$ cat src/logic/sbc_mode_pkg.sv
// shared types, encodings and timing constants of the operating-mode controller
package sbc_mode_pkg;

  typedef enum logic [2:0] {
    mode_reset,
    mode_normal_request,
    mode_normal,
    mode_stop,
    mode_sleep
  } op_mode_type;

  // interrupt source register layout; the three wake bits sit on top
  typedef struct packed {
    logic wake_input;
    logic bus_wake;
    logic timer_wake;
    logic supply_under;
    logic supply_over;
    logic thermal_warn;
  } irq_src_type;

  typedef struct packed {
    logic mode_select_bit_high;
    logic mode_select_bit_low;
  } mode_select_type;

  localparam logic [1:0] MODE_SEL_NORMAL = 2'h0;
  localparam logic [1:0] MODE_SEL_SLEEP  = 2'h1;
  localparam logic [1:0] MODE_SEL_STOP   = 2'h2;

  localparam irq_src_type IRQ_SRC_RESET  = 6'h00;
  localparam irq_src_type WAKE_SRC_MASK  = 6'h38;
  localparam logic        BATT_FAIL_RESET = 1'b1;

  localparam int CLK_PERIOD_NS   = 50;
  localparam int RESET_HOLD_US   = 1000;
  localparam int NREQ_TIMEOUT_MS = 150;
  localparam int VDD_LOW_MS      = 150;
  localparam int LP_PERIOD_MS    = 20;

  // least time, rounded up
  localparam int RESET_HOLD_CYCLES =
    (RESET_HOLD_US * 1000 + CLK_PERIOD_NS - 1) / CLK_PERIOD_NS;
  // longest times, rounded down
  localparam int NREQ_TIMEOUT_CYCLES = NREQ_TIMEOUT_MS * 1000000 / CLK_PERIOD_NS;
  localparam int VDD_LOW_CYCLES      = VDD_LOW_MS * 1000000 / CLK_PERIOD_NS;
  localparam int LP_PERIOD_CYCLES    = LP_PERIOD_MS * 1000000 / CLK_PERIOD_NS;

endpackage : sbc_mode_pkg

$ cat src/logic/sbc_tick_counter.sv
// free-running interval counter with a one-cycle expiry pulse
`timescale 1ns/1ps
module sbc_tick_counter #(
  parameter int COUNT = 16
) (
  input  wire logic core_clk,
  input  wire logic rst_n,
  input  wire logic run,
  output logic      expired
);

  localparam int              W    = $clog2(COUNT + 1);
  localparam logic [W-1:0]    LAST = W'(COUNT - 1);

  logic [W-1:0] count;
  wire          at_last = (count == LAST);
  wire  [W-1:0] next_count = (!run || at_last) ? '0 : count + 1'b1;

  // pulse comes COUNT cycles after run rises, then repeats while run holds
  always_ff @(posedge core_clk) begin
    if (!rst_n) begin
      count   <= '0;
      expired <= 1'b0;
    end else begin
      count   <= next_count;
      expired <= run && at_last;
    end
  end
endmodule : sbc_tick_counter

$ cat src/logic/sbc_wake_detect.sv
// state-change wake detector for the two wake inputs, direct or cyclic
`timescale 1ns/1ps
module sbc_wake_detect (
  input  wire logic core_clk,
  input  wire logic rst_n,
  input  wire logic armed,
  input  wire logic cyclic_enable,
  input  wire logic sample,
  input  wire logic wake_input_one,
  input  wire logic wake_input_two,
  output logic      wake
);

  logic [1:0] ref_level;
  wire  [1:0] level   = {wake_input_two, wake_input_one};
  wire        changed = (level != ref_level);
  // in cyclic sensing the inputs only count while the high side is on
  wire        check   = armed && (cyclic_enable ? sample : 1'b1);

  always_ff @(posedge core_clk) begin
    if (!rst_n) begin
      ref_level <= 2'h0;
      wake      <= 1'b0;
    end else begin
      wake <= check && changed;
      if (!armed || check) begin
        ref_level <= level;
      end
    end
  end
endmodule : sbc_wake_detect

$ cat src/logic/sbc_operating_mode_controller.sv
// operating-mode state machine, reset line and interrupt line of the basis chip
//
// What this block does
// - after power-up sit in Reset, hold reset line low 1.0 ms, then Normal Request
// - enter Reset on regulator low, watchdog failure, sleep wake or request timeout
// - Normal Request follows Reset and Stop wake-up; it is only a passing mode
// - Normal Request: regulator on, reset line high, bus receive only
// - Normal Request starts a 150 ms timer; no Normal command in time means Reset
// - watchdog pin grounded: Reset goes straight to Normal, skipping Normal Request
// - mode chosen by the two mode-select bits the host writes
// - Normal to Sleep on sleep command, or regulator low over 150 ms without undervoltage
// - in Reset, regulator low without supply undervoltage goes to Sleep
// - Sleep: regulator off, only wake inputs, forced timer and bus wake stay alive
// - cyclic sensing pulses high side each period and samples wake inputs then
// - sleep wake goes through Reset, records source, leaves battery fail clear
// - Stop only on stop command; regulator stays on, current limited
// - Stop wakes on inputs, bus, timer, select rise, reset line; Sleep on first three
// - Stop wake goes to Normal Request with interrupt, none for select or reset line; reset line goes to Normal instead when watchdog pin grounded
// - switches follow settings, optionally gated by pulse input, in active modes only
// - no new interrupt while wake sources remain unread, except in Stop
// - interrupt line held low until the source register is read, then high
// - interrupts only in Normal, Normal Request, Stop; never with reset line low
// - masked sources never pull the interrupt line low
// - active modes interrupt on supply under, over voltage and thermal prewarning
// - reset line low while a reset cause lasts and 1.0 ms after it clears
`timescale 1ns/1ps
module sbc_operating_mode_controller
  import sbc_mode_pkg::*;
#(
  parameter int RESET_HOLD   = RESET_HOLD_CYCLES,
  parameter int NREQ_TIMEOUT = NREQ_TIMEOUT_CYCLES,
  parameter int VDD_LOW_TIME = VDD_LOW_CYCLES,
  parameter int LP_PERIOD    = LP_PERIOD_CYCLES
) (
  input  wire logic                    core_clk,
  input  wire logic                    rst_n,
  input  wire logic                    vdd_low,
  input  wire logic                    watchdog_fail,
  input  wire logic                    supply_undervoltage_flag,
  input  wire logic                    supply_overvoltage_flag,
  input  wire logic                    thermal_prewarning,
  input  wire logic                    watchdog_config_pin_grounded,
  input  wire logic                    reset_line_in,
  input  wire logic                    mode_write,
  input  wire sbc_mode_pkg::mode_select_type mode_control_register,
  input  wire logic                    isr_read,
  input  wire sbc_mode_pkg::irq_src_type interrupt_mask_register,
  input  wire logic                    chip_select_n,
  input  wire logic                    wake_input_one,
  input  wire logic                    wake_input_two,
  input  wire logic                    bus_wake,
  input  wire logic                    cyclic_sense_enable,
  input  wire logic                    forced_wake_enable,
  input  wire logic [1:0]              low_side_setting,
  input  wire logic                    high_side_setting,
  input  wire logic                    pwm_gate_enable,
  input  wire logic                    pulse_width_input,
  output sbc_mode_pkg::op_mode_type    operating_mode,
  output sbc_mode_pkg::irq_src_type    interrupt_source,
  output logic                         reset_line_out,
  output logic                         reset_line_oe_n,
  output logic                         irq_n,
  output logic                         battery_fail_flag,
  output logic                         regulator_on,
  output logic                         regulator_limited,
  output logic                         bus_rx_only,
  output logic                         bus_tx_enable,
  output logic [1:0]                   low_side_outputs,
  output logic                         high_side_output
);

  import sbc_mode_pkg::*;

  ////////////////////////////////////////////////////////////////////////////
  // decode
  op_mode_type next_mode;
  logic        cs_prev;
  logic        uv_prev;
  logic        ov_prev;
  logic        tw_prev;
  logic        irq_active;
  logic        hold_done;
  logic        nreq_expired;
  logic        vdd_low_expired;
  logic        period_tick;
  logic        input_wake;

  // the line reads low while we pull it, so only a released line can show an external reset
  wire ext_reset   = reset_line_oe_n && !reset_line_in;
  wire reset_cause = vdd_low || ext_reset;
  wire [1:0] mode_sel = mode_control_register;
  wire cmd_normal  = mode_write && (mode_sel == MODE_SEL_NORMAL);
  wire cmd_sleep   = mode_write && (mode_sel == MODE_SEL_SLEEP);
  wire cmd_stop    = mode_write && (mode_sel == MODE_SEL_STOP);
  wire in_reset    = (operating_mode == mode_reset);
  wire in_nreq     = (operating_mode == mode_normal_request);
  wire in_normal   = (operating_mode == mode_normal);
  wire in_stop     = (operating_mode == mode_stop);
  wire in_sleep    = (operating_mode == mode_sleep);
  wire low_power   = in_stop || in_sleep;
  wire active_mode = in_nreq || in_normal;
  wire cs_rise     = in_stop && !cs_prev && chip_select_n;
  // forced wake gives way to cyclic sensing, the two are exclusive
  wire timer_wake  = period_tick && forced_wake_enable && !cyclic_sense_enable;
  wire src_wake    = input_wake || bus_wake || timer_wake;
  wire sense_on    = low_power && cyclic_sense_enable;
  wire op_mode_type after_reset =
    watchdog_config_pin_grounded ? mode_normal : mode_normal_request;

  ////////////////////////////////////////////////////////////////////////////
  // timers
  sbc_tick_counter #(.COUNT(RESET_HOLD)) hold_timer (
    .core_clk (core_clk),
    .rst_n    (rst_n),
    .run      (in_reset && !reset_cause),
    .expired  (hold_done)
  );

  sbc_tick_counter #(.COUNT(NREQ_TIMEOUT)) nreq_timer (
    .core_clk (core_clk),
    .rst_n    (rst_n),
    .run      (in_nreq),
    .expired  (nreq_expired)
  );

  sbc_tick_counter #(.COUNT(VDD_LOW_TIME)) vdd_low_timer (
    .core_clk (core_clk),
    .rst_n    (rst_n),
    .run      (in_normal && vdd_low && !supply_undervoltage_flag),
    .expired  (vdd_low_expired)
  );

  sbc_tick_counter #(.COUNT(LP_PERIOD)) period_timer (
    .core_clk (core_clk),
    .rst_n    (rst_n),
    .run      (low_power && (cyclic_sense_enable || forced_wake_enable)),
    .expired  (period_tick)
  );

  // the sample lands in the cycle the high side is already on
  sbc_wake_detect wake_detect (
    .core_clk       (core_clk),
    .rst_n          (rst_n),
    .armed          (low_power),
    .cyclic_enable  (cyclic_sense_enable),
    .sample         (sense_on && high_side_output),
    .wake_input_one (wake_input_one),
    .wake_input_two (wake_input_two),
    .wake           (input_wake)
  );

  ////////////////////////////////////////////////////////////////////////////
  // mode state machine
  always_comb begin
    next_mode = operating_mode;
    case (operating_mode)
      mode_reset: begin
        if (vdd_low && !supply_undervoltage_flag) begin
          next_mode = mode_sleep;
        end else if (hold_done) begin
          next_mode = after_reset;
        end
      end
      mode_normal_request: begin
        if (reset_cause || nreq_expired) begin
          next_mode = mode_reset;
        end else if (cmd_normal) begin
          next_mode = mode_normal;
        end
      end
      mode_normal: begin
        if (vdd_low_expired) begin
          next_mode = mode_sleep;
        end else if ((vdd_low && supply_undervoltage_flag) || watchdog_fail || ext_reset) begin
          next_mode = mode_reset;
        end else if (cmd_sleep) begin
          next_mode = mode_sleep;
        end else if (cmd_stop) begin
          next_mode = mode_stop;
        end
      end
      mode_stop: begin
        if (vdd_low) begin
          next_mode = mode_reset;
        end else if (ext_reset) begin
          next_mode = after_reset;
        end else if (src_wake || cs_rise) begin
          next_mode = mode_normal_request;
        end
      end
      mode_sleep: begin
        if (src_wake) begin
          next_mode = mode_reset;
        end
      end
      default: next_mode = mode_reset;
    endcase
  end

  ////////////////////////////////////////////////////////////////////////////
  // interrupt sources and line
  irq_src_type event_src;
  irq_src_type next_source;
  assign event_src = '{
    wake_input:   low_power && input_wake,
    bus_wake:     low_power && bus_wake,
    timer_wake:   low_power && timer_wake,
    supply_under: active_mode && supply_undervoltage_flag && !uv_prev,
    supply_over:  active_mode && supply_overvoltage_flag && !ov_prev,
    thermal_warn: active_mode && thermal_prewarning && !tw_prev};

  // an event in the read cycle survives the clear
  assign next_source = (isr_read ? IRQ_SRC_RESET : interrupt_source) | event_src;

  wire wake_pending = |(interrupt_source & WAKE_SRC_MASK);
  wire irq_allowed  = (next_mode inside {mode_normal_request, mode_normal, mode_stop})
                      && !ext_reset;
  wire irq_fire     = |(event_src & ~interrupt_mask_register)
                      && (in_stop || !wake_pending);
  wire next_irq_active = irq_allowed && (irq_fire || (irq_active && !isr_read));

  ////////////////////////////////////////////////////////////////////////////
  // switches: the pulse input only gates, it never turns a switch on alone
  wire next_active = next_mode inside {mode_normal_request, mode_normal};
  wire pwm_gate    = pwm_gate_enable ? pulse_width_input : 1'b1;
  wire [1:0] next_low_side = next_active ? (low_side_setting & {2{pwm_gate}}) : 2'h0;
  wire next_high_side = next_active ? (high_side_setting && pwm_gate)
                                    : (sense_on && period_tick);

  always_ff @(posedge core_clk) begin
    if (!rst_n) begin
      operating_mode    <= mode_reset;
      interrupt_source  <= IRQ_SRC_RESET;
      battery_fail_flag <= BATT_FAIL_RESET;
      irq_active        <= 1'b0;
      irq_n             <= 1'b1;
      cs_prev           <= 1'b1;
      uv_prev           <= 1'b0;
      ov_prev           <= 1'b0;
      tw_prev           <= 1'b0;
    end else begin
      operating_mode    <= next_mode;
      interrupt_source  <= next_source;
      // only power-up sets it; a sleep wake leaves it clear
      battery_fail_flag <= battery_fail_flag && !isr_read;
      irq_active        <= next_irq_active;
      irq_n             <= !next_irq_active;
      cs_prev           <= chip_select_n;
      uv_prev           <= supply_undervoltage_flag;
      ov_prev           <= supply_overvoltage_flag;
      tw_prev           <= thermal_prewarning;
    end
  end

  always_ff @(posedge core_clk) begin
    if (!rst_n) begin
      reset_line_out    <= 1'b0;
      reset_line_oe_n   <= 1'b0;
      regulator_on      <= 1'b1;
      regulator_limited <= 1'b0;
      bus_rx_only       <= 1'b0;
      bus_tx_enable     <= 1'b0;
      low_side_outputs  <= 2'h0;
      high_side_output  <= 1'b0;
    end else begin
      reset_line_out    <= 1'b0;
      reset_line_oe_n   <= (next_mode != mode_reset);
      regulator_on      <= (next_mode != mode_sleep);
      regulator_limited <= (next_mode == mode_stop);
      bus_rx_only       <= next_mode inside {mode_normal_request, mode_stop};
      bus_tx_enable     <= (next_mode == mode_normal);
      low_side_outputs  <= next_low_side;
      high_side_output  <= next_high_side;
    end
  end
endmodule : sbc_operating_mode_controller

$ cat config.mk
export PLATFORM = sky130hd
export DESIGN_NAME = sbc_operating_mode_controller
export DESIGN_NICKNAME = d
export VERILOG_FILES = /design/src/logic/sbc_mode_pkg.sv /design/src/logic/sbc_tick_counter.sv /design/src/logic/sbc_wake_detect.sv /design/src/logic/sbc_operating_mode_controller.sv
export SDC_FILE = /design/constraint.sdc
export NUM_CORES = 1
export LEC_CHECK = 0
export BUFFER_PORTS_ARGS = -buffer_cell sky130_fd_sc_hd__buf_4
export CORE_MARGIN = 4
export CORE_UTILIZATION = 40
export CTS_BUF_LIST = sky130_fd_sc_hd__clkbuf_4 sky130_fd_sc_hd__clkbuf_8 sky130_fd_sc_hd__clkbuf_16
export DETAILED_ROUTE_END_ITERATION = 16
export GPL_TIMING_DRIVEN = 0
export SYNTH_ARGS = -nofsm -noshare
export SYNTH_HDL_FRONTEND = slang
export SYNTH_SLANG_ARGS = --single-unit
$ cat constraint.sdc
create_clock -name core_clk -period 2.1 [get_ports core_clk]
set_clock_uncertainty 0.1 [all_clocks]
set_input_delay 0.105 -clock core_clk [delete_from_list [all_inputs] [get_ports core_clk]]
set_output_delay 0.105 -clock core_clk [all_outputs]
set_load 0.01 [all_outputs]
==> key figures, run 1 <==
Global route
  • Total GRT Usage: 15.3%
  • GR peak layer: met2
  • Vias in the first global route: 3506
  • First-pass GRT wire length: 16500 um
  • Grt met2 use: 24.3%
  • Largest net degree at the start of global routing: 18
  • Antenna violations before repair: 0
  • Met1 GRT Util: 19.6%
  • Total global routing overflow: 0
  • Met3 GRT Util: 4.87%

Timing
  • Fin crit share: 94.0%
  • Final hold violation count: 0
  • FMAX: 507 MHz
  • Period minus WS final: 1.97 ns
  • Unrepaired setup endpoints after global routing: false
  • Max Slew Vio Count: 0
  • Number of endpoints failing setup at the final stage: 0

CTS
  • Num CTS Buffers: 9
  • Worst-Skew Late Latency: ~0.35 ns
  • H-tree Lvls: 3
  • Worst-path clk slew: 0.07 ns
  • Clock Tree Buf Depth: 2
  • Clock sink count: 109
  • CTS root buffer: clkbuf_16
  • TritonCTS clock tree: yes

Cells and area
  • Nets: around 640
  • Antenna cell count: 0
  • Fill count: ~1100
  • Area Overhead vs Synth: 23.7%
  • Multi-input logic area: 2440 sq um
  • Final instance area: 5850 sq um
  • Share of cells above drive strength 1: 14.8%
  • Flip-flop and latch area: 2180 sq um

Setup path
  • WP data arrival: 2.16 ns
  • Cells on worst reg2reg path: 7
  • R2r setup slk: 0.13 ns
  • Reg-to-reg startpoint: operating_mode[0]
  • Critical Path Source Type: register
  • Critical Path RT: 2.29 ns
  • Reg2reg end: high_side_output
  • CP Capture Type: register
  • CP Class: reg -> reg
  • Crit Path Max Fanout: 8

Route
  • WL/cell: 12.9 um
  • Antenna-violating nets left: 0
  • Vias/cell: just under 5
  • Drt pass-1 iters: 4
  • Final wirelength: 9770 um
  • Initial DRC count: 138
  • Remaining DRCs: 0
  • Via count: 3712

Pwr
  • Final total power: around 0.0043 W
  • P_int: 0.00341 W
  • Sw power: 0.000850 W
  • Lkg Pwr: between 2 and 2.5 nW
  • Sequential power share: between 40% and 50%
  • Share of total power in the clock network: 46.8%
  • Sw Ratio: 20.0%
  • Combinational Power Share: 4.1%
  • Max VDD drop: 526 uV
  • Power density over the cells: 727 nW/um^2

Logic synthesis
  • Number of synthesized flops with an enable pin: 0
  • Synth top area cells: dfxtp_1, xor2_1, nor2_1
  • Top cells by count, synth: dfxtp_1, nor2_1, xor2_1, nand2_1, nand3_1
  • Count leader, synth: dfxtp_1
  • Synth Cell Area: 4730 sq um
  • Register area share after synthesis: 46.1%
  • Net Count, Synth: 568
  • Syn avg cell area: about 9 sq um
  • Distinct cells, synth: 58
  • Mapped Cells: ~530
  • FF+latch count, synth: 109
  • Top FF cell, synth: dfxtp_1
  • Synth Warn #: 0
  • FFs w/ async S/R, synth: 0%
  • Top-area cell type share of the netlist area: a little under half
  • Leading area contributor after synthesis: dfxtp_1

Die
  • Rows: 39
  • Die Width: 117 um
  • Core ar.: 11500 sq um
  • Initial Utilization: 41.1%
  • Top-level port count: 50
  • Die area: 13600 sq um
  • Chip height: 117 um

Placement
  • Port Buf Inserts: 47
  • RD Place Congestion: 0.819
  • Final HPWL DP: slightly above 7000 um
  • Dpl cell area: between 5000 and 6000 sq um

Flow run
  • Number of max-cap violations: 0

Hold path
  • Worst min-delay path class: in -> reg
  • Hold Path Stages: 2
  • Hold endpoint: wake_detect.ref_level[1]
  • Hold Startpoint: rst_n

Outcome
  • Status: finished clean
[critical path: stages (launching register included)]
cell	delay, ns
dfxtp_1	0.32
buf_6	0.14
nor2_4	0.16
nand4_1	0.15
a211o_1	0.37
o21ai_4	0.27
xnor2_2	0.19
mux2i_1	0.21
[worst max path at each step]
stage                               start                     end  slack, ns  cells past startpoint
floorplan               operating_mode[0]  period_timer.count[14]       0.28                      9
global placement     nreq_timer.count[13]    nreq_timer.count[14]      0.001                      7
detailed placement   nreq_timer.count[13]    nreq_timer.count[18]     -0.009                      7
CTS                  nreq_timer.count[13]    nreq_timer.count[18]       0.02                      7
global route        period_timer.count[0]  period_timer.count[17]       0.02                      8
finish                  operating_mode[0]        high_side_output       0.13                      7
[metrics by stage]
step / util, % / setup TNS, ns / hold slack (ns) / cells / setup slack (ns)
CTS: 50.2 / 0 / 0.00496 / 756 / 0.0160
global placement: 45.7 / 0 / 0.219 / 724 / 0.00125
detailed placement: 45.7 / -0.0163 / 0.224 / 724 / -0.00886
floorplan: - / 0 / 0.106 / 534 / 0.278
finish: 50.8 / 0 / 0.0125 / 758 / 0.126
global route: 50.8 / 0 / 0.0153 / 758 / 0.0183
[flip-flops by register name, indices dropped and copies added (netlist names), 2 cells and up]
signal,count
hold_timer.count,15
interrupt_source,6
low_side_outputs,2
nreq_timer.count,22
operating_mode,3
period_timer.count,19
vdd_low_timer.count,22
wake_detect.ref_level,2
[cells by family after synthesis]
kind of cell,count (synthesis),share of synthesized area [%]
multiplexers,2,0.450
AND/OR/NAND/NOR,274,29.4
other,1,0.0793
flip-flops,109,46.1
buffers and inverters,32,3.28
XOR/XNOR,71,13.1
AO/OA/AOI/OAI,41,6.43
adder cells (fa/ha/maj),4,1.06
[power groups by stage]
stage / Sequential, W / Clock, W / Combinational (W)
CTS: 0.00209 / 0.00205 / 0.000174
global route: 0.00209 / 0.00214 / 0.000191
detailed placement: 0.00214 / 0 / 0.000150
global placement: 0.00214 / 0 / 0.000147
floorplan: 0.00214 / 0 / 0.0000685
finish: 0.00209 / 0.00199 / 0.000174
[area by class of cell]
class / instances / share of cell area (%)
Tap cell: 143 / 3.06
Sequential cell: 109 / 37.3
Buffer: 16 / 1.77
Inverter: 16 / 1.03
Clock buffer: 11 / 4.32
Timing Repair Buffer: 65 / 9.02
Multi-Input combinational cell: 393 / 41.7
Clock inverter: 5 / 1.82
[repair_timing]
item / 4_1_cts / 5_1_grt
buffers inserted: 0 / 2
endpoints found under the setup margin: 13 / 36
hold buffers: 16 / 0
hold endpoints to repair: 13 / 0
pin swaps: 0 / 1
resized for setup: 1 / 13
[cells in the final DEF (no fill, tap or decap), types with 3 or more instances in the layout]
cell type      netlist  routed
and4_1               5       5
buf_4                3      50
nor3_1               5       4
xor2_1              50      50
inv_1               16      16
bufinv_16            0       3
nor2_1              98      98
dfxtp_1            109     108
buf_6                2       4
nand2_1             36      35
and3_1              14      14
clkbuf_1             6       5
dlygate4sd3_1        0      16
ha_1                 4       4
and2_1              11      11
nand4_1             21      21
clkbuf_16            0       9
or3_1                3       3
o22ai_1              5       5
xnor2_1             21      20
nand2b_1            10      10
o21ai_0              7       7
nor3b_1              5       5
buf_2                4       4
nor2b_1             12      11
nand3_1             34      33
a21oi_1             11      11
[layer usage]
metal  share of wire (%)  vias up
met5                   0        -
met4                 1.5        0
met3                 4.7       12
met2                  46       50
met1                  47     1702
li1                    -     1948
Note: power is estimated with default switching activity, not from simulation.
==> run 2, diff against run 1 <==
--- a/config.mk
+++ b/config.mk
@@ -11,6 +11,7 @@
 export CTS_BUF_LIST = sky130_fd_sc_hd__clkbuf_4 sky130_fd_sc_hd__clkbuf_8 sky130_fd_sc_hd__clkbuf_16
 export DETAILED_ROUTE_END_ITERATION = 16
 export GPL_TIMING_DRIVEN = 0
+export RECOVER_POWER = 100
 export SYNTH_ARGS = -nofsm -noshare
 export SYNTH_HDL_FRONTEND = slang
 export SYNTH_SLANG_ARGS = --single-unit
==> key figures, run 2 (same netlist as run 1, synthesis figures left out) <==
Outcome
  • Status: finished clean

Timing
  • FMAX: ~510 MHz
  • Number of endpoints failing setup at the final stage: 0
  • Worst Slack Setup Final: 0.141 ns
  • Fin crit share: 93.3%
  • Max Slew Vio Count: 0
  • Final TNS setup: 0 ns
  • Final hold violation count: 0
  • Unrepaired setup endpoints after global routing: false
  • Period minus WS final: approximately 2.0 ns

Setup path
  • Cell chain of the critical path: buf_6, nor2_4, nand4_1, a211o_1, o21ai_4, xnor2_2, mux2i_1
  • Cells on worst reg2reg path: 7
  • WP data arrival: 2.15 ns
  • CP Capture Type: register
  • R2r setup slk: 0.14 ns
  • Crit Path Max Fanout: 8
  • Critical Path RT: approximately 2.3 ns
  • CP max-delay cell: a211o_1
  • CP Class: reg -> reg
  • CP startpoint: operating_mode[0]
  • Slowest Stage Delay on Critical Path: 0.37 ns
  • Reg2reg end: high_side_output
  • Critical path destination: high_side_output
  • Critical Path Source Type: register
  • Reg-to-reg startpoint: operating_mode[0]

Hold path
  • Worst min-delay path class: in -> reg

Cells and area
  • Most frequent cells in the layout: dfxtp_1, nor2_1, xor2_1
  • Nets: 644
  • Top flop regs: nreq_timer.count x22, vdd_low_timer.count x22, period_timer.count x19
  • Final instance area: 5780 sq um
  • Most common cell after layout, fill and taps aside: dfxtp_1
  • Share of cells above drive strength 1: 11.5%
  • Antenna cell count: 0
  • Area Overhead vs Synth: 22.2%
  • Fill count: about 1100
  • Final core occ: 50.2%

Route
  • Remaining DRCs: 0
  • Initial DRC count: roughly 140
  • Via count: 3701
  • Final wirelength: 9800 um
  • Antenna-violating nets left: 0
  • WL/cell: approximately 13 um
  • Drt pass-1 iters: 4
  • Vias/cell: 4.88

Pwr
  • Max VDD drop: 527 uV
  • Lkg Pwr: 2.07 nW
  • Final total power: between 0.004 and 0.005 W
  • Power density over the cells: 736 nW/um^2

Flow run
  • Number of max-cap violations: 0

Placement
  • RD Place Congestion: 0.819
  • Pre-CTS WS: -0.00886 ns
  • Final HPWL DP: 7210 um
  • Port Buf Inserts: 47
  • Dpl cell area: 5260 sq um

Die
  • Initial Utilization: 41.1%
  • Core ar.: 11500 sq um
  • Die area: 13600 sq um
  • Rows: 39
  • Top-level port count: 50
  • Chip height: 117 um
  • Die Width: 117 um

CTS
  • Worst-Skew Late Latency: 0.35 ns
  • Num CTS Buffers: 9
  • TritonCTS clock tree: yes
  • H-tree Lvls: 3
  • CTS root buffer: clkbuf_16
  • Clock Tree Buf Depth: 2
  • Worst-path clk slew: 0.07 ns
  • Clock sink count: roughly 110

Global route
  • Total GRT Usage: 15.3%
  • First-pass GRT wire length: 16500 um
  • Grt met2 use: about a quarter
  • GR peak layer: met2
  • Largest net degree at the start of global routing: 18
  • Total global routing overflow: 0
  • Antenna violations before repair: 0
  • Met3 GRT Util: 4.87%
  • Met1 GRT Util: 19.6%
  • Vias in the first global route: 3506
## run 2: cell count changes in the layout (fill, tap and decap cells not counted)
cell / delta
and2_0: +2
or2_1: -1
and2_1: -2
buf_2: -1
or2_0: +1
buf_4: -19
clkbuf_1: +20
## run 2: per-stage QoR
step	std cells	hold slack [ns]
after floorplan	534	0.106
after global placement	724	0.219
after detailed placement	724	0.224
after CTS	756	0.00496
after global routing	758	0.0687
final	758	0.0446
## run 2: worst min-delay path by stage
stage / startpoint / end / depth (start not counted)
global route: pulse_width_input / low_side_outputs[1] / 3
floorplan: chip_select_n / cs_prev / 1
CTS: rst_n / wake_detect.ref_level[1] / 2
global placement: chip_select_n / cs_prev / 2
finish: pulse_width_input / low_side_outputs[1] / 3
detailed placement: chip_select_n / cs_prev / 2
## run 2: worst max-delay path: cells and delay by family (launching register included)
family                 cells  cell delay, ns
flip-flops                 1            0.32
multiplexers               1            0.20
AND/OR/NAND/NOR            2            0.31
buffers and inverters      1            0.14
XOR/XNOR                   1            0.19
AO/OA/AOI/OAI              2            0.64
## run 2: repair_timing
action,in CTS,in global routing
gates resized for setup,1,13
endpoints found under the setup margin,13,36
hold endpoints to repair,13,0
pin swaps,0,1
buffers inserted,0,2
hold buffers,16,0
gates cloned,0,0
## run 2: metal layers
layer	vias up	part of all wire [%]	wire length (um)
met5	-	0	0
met4	0	1.5	149
met3	12	4.9	482
met2	50	46	4500
met1	1691	48	4660
li1	1948	-	-
## run 2: where the power goes
| group | total [W] | internal, W | leakage, nW | switching [W] |
|---|---|---|---|---|
| Sequential | 0.00209 | 0.00208 | 0.881 | 0.0000108 |
| Clock | 0.00200 | 0.00123 | 0.172 | 0.000763 |
| Combinational | 0.000170 | 0.0000897 | 1.01 | 0.0000800 |
| Total | 0.00426 | 0.00340 | 2.07 | 0.000854 |
## run 2: area by class of cell
type | count | area (sq um) | area share (%)
Multi-Input combinational cell | 393 | 2440 | 42.2
Clock inverter | 5 | 106 | 1.84
Tap cell | 143 | 179 | 3.10
Clock buffer | 11 | 253 | 4.37
Inverter | 16 | 60.1 | 1.04
Timing Repair Buffer | 65 | 457 | 7.90
Buffer | 16 | 103 | 1.78
Sequential cell | 109 | 2180 | 37.8
==> run 3, diff against run 2 <==
--- a/config.mk
+++ b/config.mk
@@ -6,11 +6,14 @@
 export NUM_CORES = 1
 export LEC_CHECK = 0
 export BUFFER_PORTS_ARGS = -buffer_cell sky130_fd_sc_hd__buf_4
+export CELL_PAD_IN_SITES_DETAIL_PLACEMENT = 0
+export CELL_PAD_IN_SITES_GLOBAL_PLACEMENT = 1
 export CORE_MARGIN = 4
 export CORE_UTILIZATION = 40
 export CTS_BUF_LIST = sky130_fd_sc_hd__clkbuf_4 sky130_fd_sc_hd__clkbuf_8 sky130_fd_sc_hd__clkbuf_16
 export DETAILED_ROUTE_END_ITERATION = 16
 export GPL_TIMING_DRIVEN = 0
+export PLACE_DENSITY_LB_ADDON = 0.1
 export RECOVER_POWER = 100
 export SYNTH_ARGS = -nofsm -noshare
 export SYNTH_HDL_FRONTEND = slang
==> constraint.sdc (replaced) <==
create_clock -name core_clk -period 1.9 [get_ports core_clk]
set_clock_uncertainty 0.1 [all_clocks]
set_input_delay 0.095 -clock core_clk [delete_from_list [all_inputs] [get_ports core_clk]]
set_output_delay 0.095 -clock core_clk [all_outputs]
set_load 0.01 [all_outputs]
==> key figures, run 3 (same netlist as run 1, synthesis figures left out) <==
Outcome
  • Status: finished, violations left
  • Violated checks: setup timing

Global route
  • Vias in the first global route: roughly 3600
  • Total GRT Usage: 16.3%
  • Largest net degree at the start of global routing: 17
  • Antenna violations before repair: 0
  • First-pass GRT wire length: 17300 um
  • Total global routing overflow: 0

CTS
  • CTS root buffer: clkbuf_16
  • H-tree Lvls: 3
  • Worst-Skew Late Latency: 0.35 ns
  • TritonCTS clock tree: yes
  • Worst-path clk slew: roughly 0.07 ns
  • Clock sink count: between 100 and 150
  • Num CTS Buffers: 9
  • Clock Tree Buf Depth: 2

Setup path
  • Critical path destination: high_side_output
  • Reg2reg end: high_side_output
  • Reg-to-reg startpoint: operating_mode[0]
  • Critical Path Source Type: input pin
  • Critical Path RT: between 2 and 2.5 ns
  • Cells on worst reg2reg path: 9
  • CP startpoint: vdd_low
  • R2r setup slk: -0.02 ns
  • CP Capture Type: register
  • WP data arrival: 2.11 ns
  • CP Class: in -> reg
  • Crit Path Max Fanout: 6

Flow run
  • Number of max-cap violations: 0

Pwr
  • Max VDD drop: 412 uV
  • Sw power: ~0.0009 W
  • P_int: about 0.0033 W
  • Final total power: 0.00424 W
  • Lkg Pwr: 2.20 nW
  • Sw Ratio: 21.8%
  • Share of total power in the clock network: 40.6%
  • Sequential power share: about 54%
  • Combinational Power Share: under 10%
  • Power density over the cells: 707 nW/um^2

Timing
  • Worst Slack Setup Final: -0.0267 ns
  • FMAX: 519 MHz
  • Fin Hold WS: 0.0765 ns
  • Unrepaired setup endpoints after global routing: true
  • Max Slew Vio Count: 0
  • Final TNS setup: -0.0267 ns
  • Fin crit share: 101%
  • Period minus WS final: just under 2 ns
  • Number of endpoints failing setup at the final stage: 1
  • Final hold violation count: 0

Placement
  • Port Buf Inserts: 47
  • Placed insts: approximately 720
  • RD Place Congestion: about 0.76
  • Dpl cell area: 5260 sq um
  • Final HPWL DP: 7190 um

Cells and area
  • Antenna cell count: 0
  • Nets: 661
  • Non-filler cells, final: a little under 800
  • Fill count: roughly 1100
  • Top flop regs: nreq_timer.count x22, vdd_low_timer.count x22, period_timer.count x19
  • Multi-input logic area: between 2000 and 3000 sq um
  • Area Overhead vs Synth: 27.0%
  • Final instance area: 6010 sq um
  • Most frequent cells in the layout: dfxtp_1, nor2_1, xor2_1
  • Flip-flop and latch area: 2200 sq um
  • Share of cells above drive strength 1: 18.9%
  • Most common cell after layout, fill and taps aside: dfxtp_1

Route
  • Via count: 3795
  • Remaining DRCs: 0
  • Antenna-violating nets left: 0
  • Vias/cell: 4.90
  • WL/cell: 13.5 um
  • Final wirelength: 10500 um
  • Initial DRC count: between 150 and 200
  • Drt pass-1 iters: 4

Die
  • Chip height: 117 um
  • Rows: 39
  • Die area: approximately 14000 sq um
  • Top-level port count: 50
  • Die Width: approximately 120 um
  • Core ar.: 11500 sq um
  • Initial Utilization: 41.1%

Hold path
  • Worst min-delay path class: in -> reg
==> run 3: how the worst min path moves through the flow <==
stage	slack, ns	cells after the start	start	to
after global placement	0.19	2	chip_select_n	cs_prev
after global routing	0.1	3	pulse_width_input	low_side_outputs[0]
final	0.08	3	pulse_width_input	low_side_outputs[0]
after detailed placement	0.20	2	chip_select_n	cs_prev
after floorplan	0.1	1	chip_select_n	cs_prev
after CTS	0.02	3	pulse_width_input	low_side_outputs[1]
==> run 3: metrics by stage <==
step	setup WS, ns	utilization, %
after detailed placement	-0.241	45.7
after CTS	0.00107	50.2
after global placement	-0.232	45.7
after floorplan	0.0781	-
final	-0.0267	52.2
after global routing	-0.0826	52.2
==> run 3: critical path, cell delays in order <==
cell	delay, ns
dlygate4sd3_1	0.56
buf_6	0.15
a21oi_1	0.12
nand4_1	0.13
a211o_1	0.36
buf_6	0.14
o311ai_4	0.05
buf_6	0.17
xnor2_4	0.14
mux2i_1	0.20
==> run 3: layout make-up <==
class / instances / share of cell area (%)
multi-input combinational: 393 / 42.5
sequential: 109 / 36.6
timing repair buffer: 85 / 10.5
clock buffer: 10 / 3.98
tap: 143 / 2.98
buffer: 13 / 2.02
inverter: 16 / 1.00
clock inverter: 5 / 0.458
==> run 3: power by group through the flow <==
stage / sequential [W] / clock [W] / combinational, W
2_1_floorplan: 0.00236 / 0 / 0.0000757
3_3_place_gp: 0.00236 / 0 / 0.000166
3_5_place_dp: 0.00236 / 0 / 0.000167
4_1_cts: 0.00231 / 0.00179 / 0.000199
5_1_grt: 0.00231 / 0.00189 / 0.000233
6_report: 0.00231 / 0.00173 / 0.000210
==> run 3: routing by layer <==
metal	global-route usage (%)	vias to the layer above	routed length [um]
met1	21.6	1755	5080
met2	25.0	56	4740
met3	5.91	9	505
met5	0	-	0
li1	-	1975	-
met4	4.82	0	124
==> run 3: repair_timing <==
action / CTS / global route
setup buffers: 3 / 17
gates cloned: 0 / 2
endpoints found under the setup margin: 77 / 70
endpoints found under the hold margin: 13 / 0
pin swaps: 4 / 17
gates resized for setup: 19 / 43
hold buffers: 17 / 0
